--- src/design/arcpc_pkg.sv ---
// Purpose: Constants for the converter result, compare and pin-release block.
// Assumes: APB word addressing, index times four gives the byte address.
// Notes:   Rules carried by this block follow.
package arcpc_pkg;
   // ------------------------------------------------------------
   // Sizes
   // ------------------------------------------------------------
   localparam int unsigned APB_AW   = 16;
   localparam int unsigned APB_DW   = 32;
   localparam int unsigned IDX_W    = 14;
   localparam int unsigned RES_W    = 12;
   localparam int unsigned FIFO_N   = 8;
   localparam int unsigned PTR_W    = 3;
   localparam int unsigned CNT_W    = 4;
   localparam int unsigned PIN_N    = 16;
   // ------------------------------------------------------------
   // Register indices (byte address is four times the index)
   // ------------------------------------------------------------
   localparam logic [IDX_W-1:0] IDX_RES_HIGH = 14'h0014;
   localparam logic [IDX_W-1:0] IDX_RES_LOW  = 14'h0015;
   localparam logic [IDX_W-1:0] IDX_CV_HIGH  = 14'h0016;
   localparam logic [IDX_W-1:0] IDX_CV_LOW   = 14'h0017;
   localparam logic [IDX_W-1:0] IDX_CTRL     = 14'h0018;
   localparam logic [IDX_W-1:0] IDX_STATUS   = 14'h0019;
   localparam logic [IDX_W-1:0] IDX_PIN_LOW  = 14'h30AC;
   localparam logic [IDX_W-1:0] IDX_PIN_HIGH = 14'h30AD;
   // ------------------------------------------------------------
   // Fields
   // ------------------------------------------------------------
   localparam int unsigned CTRL_RES12_BIT = 0;
   localparam int unsigned CTRL_CMPEN_BIT = 1;
   localparam int unsigned CTRL_CMPGE_BIT = 2;
   localparam int unsigned CTRL_DEP_LSB   = 4;
   localparam int unsigned CTRL_DEP_W     = 3;
   localparam int unsigned STAT_READY_BIT = 0;
   localparam int unsigned STAT_LOCK_BIT  = 1;
   localparam int unsigned STAT_CNT_LSB   = 4;
   // ------------------------------------------------------------
   // Reset values
   // ------------------------------------------------------------
   localparam logic [7:0] CTRL_RST = 8'h00;
   localparam logic [7:0] CV_RST   = 8'h00;
   localparam logic [7:0] PIN_RST  = 8'h00;
endpackage

--- src/design/arcpc_top.sv ---
// Purpose: Result registers, result FIFO, compare values and pin release over APB.
// Assumes: Engine pulses conv_done_i with the new result; software is the only bus master.
// Notes:   One wait state on every APB access; prdata comes from a flop.
//
// Design decision made here: the APB interface to the registers.
module arcpc_top #(
   parameter int unsigned FIFO_N = arcpc_pkg::FIFO_N
) (
   input  wire logic                           sys_clk_i,
   input  wire logic                           rst_b_i,
   input  wire logic                           psel_i,
   input  wire logic                           penable_i,
   input  wire logic                           pwrite_i,
   input  wire logic [arcpc_pkg::APB_AW-1:0]   paddr_i,
   input  wire logic [arcpc_pkg::APB_DW-1:0]   pwdata_i,
   input  wire logic [3:0]                     pstrb_i,
   output logic      [arcpc_pkg::APB_DW-1:0]   prdata_o,
   output logic                                pready_o,
   output logic                                pslverr_o,
   input  wire logic                           conv_done_i,
   input  wire logic [arcpc_pkg::RES_W-1:0]    conv_data_i,
   output logic                                conv_complete_o,
   output logic                                res_12_o,
   output logic                                compare_enable_o,
   output logic [arcpc_pkg::CTRL_DEP_W-1:0]    fifo_depth_o,
   input  wire logic [arcpc_pkg::PIN_N-1:0]    port_out_i,
   input  wire logic [arcpc_pkg::PIN_N-1:0]    port_oe_b_i,
   input  wire logic [arcpc_pkg::PIN_N-1:0]    port_pull_i,
   input  wire logic [arcpc_pkg::PIN_N-1:0]    pad_in_i,
   output logic      [arcpc_pkg::PIN_N-1:0]    pad_out_o,
   output logic      [arcpc_pkg::PIN_N-1:0]    pad_oe_b_o,
   output logic      [arcpc_pkg::PIN_N-1:0]    pad_pull_o,
   output logic      [arcpc_pkg::PIN_N-1:0]    port_in_o
);
   import arcpc_pkg::*;

   typedef enum logic [1:0] {BUS_IDLE, BUS_FETCH, BUS_DONE} arcpc_bus_t;

   // ------------------------------------------------------------
   // Functions
   // ------------------------------------------------------------
   // Magnitude compare: in 12-bit mode the whole result against the high value's low nibble joined above the low value; 8-bit mode compares the low byte only
   function automatic logic cmp_match(input logic [RES_W-1:0] res,
                                      input logic [7:0]       cvh,
                                      input logic [7:0]       cvl,
                                      input logic             res12,
                                      input logic             ge);
      logic [RES_W-1:0] ref_v;
      logic [RES_W-1:0] val_v;
      ref_v = res12 ? {cvh[3:0], cvl} : {4'h0, cvl};
      val_v = res12 ? res : {4'h0, res[7:0]};
      cmp_match = ge ? (val_v >= ref_v) : (val_v < ref_v);
   endfunction

   function automatic logic idx_hit(input logic [IDX_W-1:0] a, input logic [IDX_W-1:0] b);
      idx_hit = (a == b);
   endfunction

   // ------------------------------------------------------------
   // State
   // ------------------------------------------------------------
   arcpc_bus_t             bus_r;
   arcpc_bus_t             bus_nxt;
   logic [7:0]             ctrl_r;
   logic [7:0]             cvh_r;
   logic [7:0]             cvl_r;
   logic [7:0]             pin_lo_r;
   logic [7:0]             pin_hi_r;
   logic [RES_W-1:0]       mem_r [FIFO_N];
   logic [PTR_W-1:0]       wr_ptr_r;
   logic [PTR_W-1:0]       rd_ptr_r;
   logic [CNT_W-1:0]       cnt_r;
   logic [CNT_W-1:0]       cnt_nxt;
   logic                   lock_r;
   logic                   ready_r;
   logic                   complete_r;
   logic [APB_DW-1:0]      prdata_r;

   // ------------------------------------------------------------
   // Bus decode
   // ------------------------------------------------------------
   wire [IDX_W-1:0] idx_w    = paddr_i[APB_AW-1:2];
   wire hit_rh_w             = idx_hit(idx_w, IDX_RES_HIGH);
   wire hit_rl_w             = idx_hit(idx_w, IDX_RES_LOW);
   wire hit_cvh_w            = idx_hit(idx_w, IDX_CV_HIGH);
   wire hit_cvl_w            = idx_hit(idx_w, IDX_CV_LOW);
   wire hit_ctrl_w           = idx_hit(idx_w, IDX_CTRL);
   wire hit_stat_w           = idx_hit(idx_w, IDX_STATUS);
   wire hit_plo_w            = idx_hit(idx_w, IDX_PIN_LOW);
   wire hit_phi_w            = idx_hit(idx_w, IDX_PIN_HIGH);
   wire mapped_w             = hit_rh_w | hit_rl_w | hit_cvh_w | hit_cvl_w | hit_ctrl_w
                               | hit_stat_w | hit_plo_w | hit_phi_w;
   wire acc_fin_w            = psel_i & penable_i & (bus_r == BUS_DONE);
   wire wr_fin_w             = acc_fin_w & pwrite_i & pstrb_i[0];
   wire rd_fin_w             = acc_fin_w & ~pwrite_i;
   wire fetch_w              = psel_i & penable_i & (bus_r == BUS_IDLE);

   // ------------------------------------------------------------
   // Mode decode
   // ------------------------------------------------------------
   wire                  res12_w   = ctrl_r[CTRL_RES12_BIT];
   wire                  cmp_en_w  = ctrl_r[CTRL_CMPEN_BIT];
   wire                  cmp_ge_w  = ctrl_r[CTRL_CMPGE_BIT];
   wire [CTRL_DEP_W-1:0] depth_w   = ctrl_r[CTRL_DEP_LSB +: CTRL_DEP_W];
   wire                  fifo_en_w = (depth_w != 3'h0);
   wire [CNT_W-1:0]      levels_w  = {1'b0, depth_w} + 4'h1;
   wire                  mode_chg_w = wr_fin_w & hit_ctrl_w & (pwdata_i[CTRL_RES12_BIT] != res12_w);
   wire                  dep_chg_w  = wr_fin_w & hit_ctrl_w
                                      & (pwdata_i[CTRL_DEP_LSB +: CTRL_DEP_W] != depth_w);
   wire                  flush_w    = mode_chg_w | dep_chg_w;

   // ------------------------------------------------------------
   // Result path
   // ------------------------------------------------------------
   // A high read in flight in 12-bit resolution blocks too, so the low byte captured later is never torn
   wire rh_hold_w  = psel_i & penable_i & ~pwrite_i & hit_rh_w & res12_w;
   wire blocked_w  = lock_r | rh_hold_w;
   wire cmp_ok_w   = ~cmp_en_w | cmp_match(conv_data_i, cvh_r, cvl_r, res12_w, cmp_ge_w);
   wire room_w     = ~fifo_en_w | (cnt_r < levels_w);
   wire push_w     = conv_done_i & cmp_ok_w & ~blocked_w & ~flush_w & room_w;
   wire pop_w      = rd_fin_w & hit_rl_w & fifo_en_w & (cnt_r != 4'h0);
   wire [PTR_W-1:0] widx_w = fifo_en_w ? wr_ptr_r : 3'h0;
   wire [PTR_W-1:0] ridx_w = fifo_en_w ? rd_ptr_r : 3'h0;
   wire [RES_W-1:0] head_w = mem_r[ridx_w];
   wire [RES_W-1:0] store_w = res12_w ? conv_data_i : {4'h0, conv_data_i[7:0]};
   wire xfer_w     = push_w & (~fifo_en_w | (cnt_nxt == levels_w));

   always_comb begin
      cnt_nxt = cnt_r;
      if (flush_w) begin
         cnt_nxt = 4'h0;
      end else if (!fifo_en_w) begin
         cnt_nxt = push_w ? 4'h1 : cnt_r;
      end else begin
         cnt_nxt = cnt_r + {3'h0, push_w} - {3'h0, pop_w};
      end
   end

   always_ff @(posedge sys_clk_i) begin
      if (!rst_b_i || flush_w) begin
         for (int i = 0; i < FIFO_N; i++) begin
            mem_r[i] <= 12'h000;
         end
      end else if (push_w) begin
         mem_r[widx_w] <= store_w;
      end
   end

   always_ff @(posedge sys_clk_i) begin
      if (!rst_b_i || flush_w) begin
         wr_ptr_r <= 3'h0;
         rd_ptr_r <= 3'h0;
         cnt_r    <= 4'h0;
      end else begin
         wr_ptr_r <= (push_w && fifo_en_w) ? wr_ptr_r + 3'h1 : wr_ptr_r;
         rd_ptr_r <= pop_w ? rd_ptr_r + 3'h1 : rd_ptr_r;
         cnt_r    <= cnt_nxt;
      end
   end

   // Interlock exists only in 12-bit resolution; the low read always releases it
   always_ff @(posedge sys_clk_i) begin
      if (!rst_b_i || flush_w) begin
         lock_r <= 1'b0;
      end else if (rd_fin_w && hit_rh_w && res12_w) begin
         lock_r <= 1'b1;
      end else if (rd_fin_w && hit_rl_w) begin
         lock_r <= 1'b0;
      end
   end

   // Ready is set by a transfer and cleared by a low read; the set wins
   always_ff @(posedge sys_clk_i) begin
      if (!rst_b_i || flush_w) begin
         ready_r <= 1'b0;
      end else if (xfer_w) begin
         ready_r <= 1'b1;
      end else if (rd_fin_w && hit_rl_w) begin
         ready_r <= 1'b0;
      end
   end

   always_ff @(posedge sys_clk_i) begin
      if (!rst_b_i) begin
         complete_r <= 1'b0;
      end else begin
         complete_r <= xfer_w;
      end
   end

   // ------------------------------------------------------------
   // Software registers
   // ------------------------------------------------------------
   always_ff @(posedge sys_clk_i) begin
      if (!rst_b_i) begin
         ctrl_r   <= CTRL_RST;
         cvh_r    <= CV_RST;
         cvl_r    <= CV_RST;
         pin_lo_r <= PIN_RST;
         pin_hi_r <= PIN_RST;
      end else if (wr_fin_w) begin
         if (hit_ctrl_w) ctrl_r   <= pwdata_i[7:0] & 8'h77;
         if (hit_cvh_w)  cvh_r    <= pwdata_i[7:0];
         if (hit_cvl_w)  cvl_r    <= pwdata_i[7:0];
         if (hit_plo_w)  pin_lo_r <= pwdata_i[7:0];
         if (hit_phi_w)  pin_hi_r <= pwdata_i[7:0];
      end
   end

   // ------------------------------------------------------------
   // APB sequencing and read data
   // ------------------------------------------------------------
   always_comb begin
      case (bus_r)
         BUS_IDLE:  bus_nxt = fetch_w ? BUS_DONE : BUS_IDLE;
         BUS_DONE:  bus_nxt = BUS_IDLE;
         default:   bus_nxt = BUS_IDLE;
      endcase
   end

   wire [7:0] stat_w = {cnt_r, 2'b00, lock_r, ready_r};
   wire [7:0] rsel_w = hit_rh_w   ? {4'h0, head_w[11:8]} :
                       hit_rl_w   ? head_w[7:0] :
                       hit_cvh_w  ? cvh_r :
                       hit_cvl_w  ? cvl_r :
                       hit_ctrl_w ? ctrl_r :
                       hit_stat_w ? stat_w :
                       hit_plo_w  ? pin_lo_r :
                       hit_phi_w  ? pin_hi_r : 8'h00;

   always_ff @(posedge sys_clk_i) begin
      if (!rst_b_i) begin
         bus_r    <= BUS_IDLE;
         prdata_r <= 32'h0000_0000;
      end else begin
         bus_r    <= bus_nxt;
         prdata_r <= (fetch_w && !pwrite_i) ? {24'h00_0000, rsel_w} : prdata_r;
      end
   end

   assign prdata_o         = prdata_r;
   assign pready_o         = psel_i & penable_i & (bus_r == BUS_DONE);
   assign pslverr_o        = pready_o & ~mapped_w;
   assign conv_complete_o  = complete_r;
   assign res_12_o         = res12_w;
   assign compare_enable_o = cmp_en_w;
   assign fifo_depth_o     = depth_w;

   // ------------------------------------------------------------
   // Pin release
   // ------------------------------------------------------------
   wire [PIN_N-1:0] release_w = {pin_hi_r, pin_lo_r};

   arcpc_pin_gate #(.N(PIN_N)) u_pin_gate (
      .release_i   (release_w),
      .port_out_i  (port_out_i),
      .port_oe_b_i (port_oe_b_i),
      .port_pull_i (port_pull_i),
      .pad_in_i    (pad_in_i),
      .pad_out_o   (pad_out_o),
      .pad_oe_b_o  (pad_oe_b_o),
      .pad_pull_o  (pad_pull_o),
      .port_in_o   (port_in_o)
   );
endmodule

--- src/design/arcpc_pin_gate.sv ---
// Purpose: Removes port control from pins released to the converter.
// Assumes: Output enables are active low; high means the pad is not driven.
// Notes:   Pure gating, no state.
module arcpc_pin_gate #(
   parameter int unsigned N = arcpc_pkg::PIN_N
) (
   input  wire logic [N-1:0] release_i,
   input  wire logic [N-1:0] port_out_i,
   input  wire logic [N-1:0] port_oe_b_i,
   input  wire logic [N-1:0] port_pull_i,
   input  wire logic [N-1:0] pad_in_i,
   output logic      [N-1:0] pad_out_o,
   output logic      [N-1:0] pad_oe_b_o,
   output logic      [N-1:0] pad_pull_o,
   output logic      [N-1:0] port_in_o
);
   // Released pins float, read back zero and lose their pullup
   assign pad_oe_b_o = port_oe_b_i | release_i;
   assign pad_out_o  = port_out_i & ~release_i;
   assign pad_pull_o = port_pull_i & ~release_i;
   assign port_in_o  = pad_in_i & ~release_i;
endmodule

--- config.mk ---
export PLATFORM = sky130hd
export DESIGN_NAME = arcpc_top
export DESIGN_NICKNAME = d
export VERILOG_FILES = /design/src/design/arcpc_pkg.sv /design/src/design/arcpc_top.sv /design/src/design/arcpc_pin_gate.sv
export SDC_FILE = /design/constraint.sdc
export NUM_CORES = 1
export LEC_CHECK = 0
export BUFFER_PORTS_ARGS = -buffer_cell sky130_fd_sc_hd__buf_2
export CELL_PAD_IN_SITES_DETAIL_PLACEMENT = 0
export CELL_PAD_IN_SITES_GLOBAL_PLACEMENT = 1
export CORE_MARGIN = 2
export CORE_UTILIZATION = 40
export DETAILED_ROUTE_END_ITERATION = 10
export GPL_TIMING_DRIVEN = 0
export PLACE_DENSITY = 0.79
export SYNTH_ARGS = -nofsm -noshare
export SYNTH_HDL_FRONTEND = slang
export SYNTH_HIERARCHICAL = 1
export SYNTH_SLANG_ARGS = --single-unit
--- constraint.sdc ---
create_clock -name sys_clk_i -period 5.9 [get_ports sys_clk_i]
set_input_delay 1.18 -clock sys_clk_i [delete_from_list [all_inputs] [get_ports sys_clk_i]]
set_output_delay 1.18 -clock sys_clk_i [all_outputs]
set_load 0.05 [all_outputs]
==> qor.yml <==
critical_path:
  crit_required_ps: 6190
  cp_max_fo: 9
  max_stage_delay_ps: 470
  start_kind: "input pin"
  rr_startpoint: "ctrl_r[0]"
  crit_chain: "buf_2 > nand2_1 > inv_1 > ha_1 > a21o_1 > a21o_1 > a2111o_1 > o211a_4 > nor4_1 > inv_1 > ha_1 > inv_1 > ha_1 > fa_1 > xor2_1 > nand2_1 > inv_1 > o21ai_0 > o31ai_1 > a211o_1 > o2111a_1 > o2111ai_1 > nand2_1"
  ff2ff_setup_slack_ps: 430
  critPathArrivalTime_ps: 5860
  crit_type: "input pin to flop"
  endpoint_kind: "flop"
  rr_worst_depth: 23
  cp_slowest_cell: "a2111o_1"
  cp_common_cell: "inv_1"
  worst_r2r_endpoint: "conv_complete_o"
floorplanning:
  core-area_um2: 21900
  die-area_um2: 23600
  die_y_um: 154
  io_pins: 238
  start_util: 0.409
  die_w_um: 154
  num_rows: 54
timing:
  fmax_mhz: 180
  finalCritPeriodShare: 0.944
  worst_slack_ps: 332
  hold_viol: 0
  finalMaxSlewViolations: 0
  relSlewSlack: 0.331
  fin_crit_ps: 5570
  holdWs_ps: 470
  tightest_slew_ps: 996
  rsz0062_at_grt: "false"
  setup_violations: 0
  skew_ps: 12.6
finish:
  finalNetCount: 1307
  n_fill_cell: 2084
  syn2layout_area_growth_pct: 21.8
  diodes: 0
  drive_gt1_frac: 0.288
yosys:
  yosysMostFrequentCell: "edfxtp_1"
  yosysTopAreaCell: "edfxtp_1"
  synth_cell_types: 66
  synth.top_cell.area_share: 0.322
  yosysWarnings: 6
  syn_area_per_cell_um2: 9.72
  ys_seq_elements: 156
  synth_edf_count: 96
  yosysSeqAreaShare: 0.456
  synthTopCellsByCount: "edfxtp_1, nand2_1, nor2_1"
  synth.area.top_cells: "edfxtp_1, dfxtp_1, and2b_2"
  synthFlopType: "edfxtp_1"
  synth-async-reset-ratio: 0
  synth_cells: 922
  syn_area_um2: 8960
global_routing:
  antenna_found_initial: 0
  grt-ovfl-total: 0
  grt.met3_usage: 0.0389
  grt_util_met2: 0.393
  grt_pass1_wl_um: 42500
  busiest_layer: "met2"
  grt_max_degree: 17
  grt_pass1_vias: 7239
  grtUsageMet1: 0.316
  track_usage: 0.235
drt:
  drtIter0Drc: 672
  viasPerCell: 5.31
  first_pass_iters: 6
  drc_errors: 0
  antenna_left: 0
  post_drt_wl_per_cell_um: 19.5
  wl_um: 28000
  via_count: 7653
placement:
  place_ws_ps: -117
  dp_hpwl_um: 21700
  place_congestion: 0.922
  portBuffers: 184
min_path:
  hp-class: "flop to flop"
  min_path_cells: 2
  hold_end: "cvh_r[6]"
  min_from: "cvh_r[6]"
cts:
  cts-buffers-inserted: 17
  cts_hold_buffers: 0
  clkSinkCount: 156
  cts_tree: "yes"
  cts.clk_slew.worst_paths_ps: 70
  cts-root-buf: "clkbuf_16"
  h-tree-depth: 4
  postCtsSetupRepairBufs: 0
  post_cts_resized: 0
  clock_path_buffers: 2
  worst_skew_pair.late_latency_ps: 430
pwr:
  pwr-share-seq: 0.456
  pwr-share-comb: 0.126
  p_leak_nw: 4.35
  vdd_drop_max_uv: 192
  netSwitchingFraction: 0.271
  p_per_area_nw_per_um2: 242
  p_switching_mw: 0.718
  power_frac_clock: 0.419
  p_int_mw: 1.93
flow_run:
  maxCapViolCount: 0
status:
  outcome: "completed"
-- power by group through the flow --
stage / logic (mW) / clock network (mW) / registers [mW]
after floorplan: 0.218 / 0 / 1.23
after global placement: 0.331 / 0 / 1.23
after detailed placement: 0.332 / 0 / 1.23
after CTS: 0.333 / 1.12 / 1.21
after global routing: 0.354 / 1.16 / 1.21
final: 0.333 / 1.11 / 1.21
-- placed cells by master (no fill, tap or decap), types with 26 or more instances in the layout --
cell,count
buf_4,27
mux2i_1,28
mux2_2,27
nand2_1,90
a21oi_1,36
buf_2,185
nor2b_1,26
dfxtp_1,60
nand3_1,27
inv_1,29
clkbuf_1,38
edfxtp_1,96
and2_1,57
and2b_2,48
nor2_1,84
-- sequential cells by signal (all words and copies together), names as in the netlist, 3 cells and up --
name      flops
cnt_r         4
ctrl_r        6
cvh_r         8
cvl_r         8
mem_r        96
pin_hi_r      8
pin_lo_r      8
prdata_o      8
rd_ptr_r      3
wr_ptr_r      3
-- per-stage QoR --
step	util	area (µm²)	instances	power, mW	setup TNS [ps]
floorplan	-	9040	945	1.45	0
detailed placement	0.472	10300	1409	1.56	-168
global placement	0.471	10300	1409	1.56	-593
global route	0.499	10900	1441	2.73	0
finish	0.499	10900	1441	2.65	0
CTS	0.499	10900	1441	2.65	0
-- layer usage --
layer	routed length, µm	up-vias
met1	12100	3606
met3	1980	34
met2	13300	352
li1	-	3661
met4	620	0
met5	0	-
-- layout make-up --
cell class                 instances  area (µm²)  area share
clock buffer                      19         433      0.0397
sequential                       156        4080       0.374
multi-input combinational        686        4470       0.410
buffer                            73         385      0.0353
tap                              280         350      0.0321
timing repair buffer             184         921      0.0844
inverter                          30         113      0.0103
clock inverter                    13         158      0.0144
-- worst max path at each step --
stage	slack, ps	startpoint	to	depth (start not counted)
final	330	conv_data_i[9]	conv_complete_o	23
after global routing	80	conv_data_i[9]	conv_complete_o	23
after CTS	70	ctrl_r[0]	conv_complete_o	23
after detailed placement	-120	conv_data_i[9]	conv_complete_o	23
after global placement	-330	paddr_i[15]	conv_complete_o	19
after floorplan	630	conv_data_i[9]	ready_r	22
-- worst max-delay path, delay by kind of cell --
kind,cells,cell delay [ps]
compound gates,9,1860
xor+xnor,1,170
fa+ha+maj,4,1260
buf+inv,5,460
simple gates,4,910
-- cell families after synthesis --
group           count (synthesis)  synth area share
other cells                     1          0.000419
buf+inv                       103            0.0554
fa+ha+maj                      25            0.0358
xor+xnor                       11            0.0108
mux                            55            0.0652
compound gates                156             0.122
flops                         156             0.456
simple gates                  415             0.254
(Power assumes the default switching activity.)
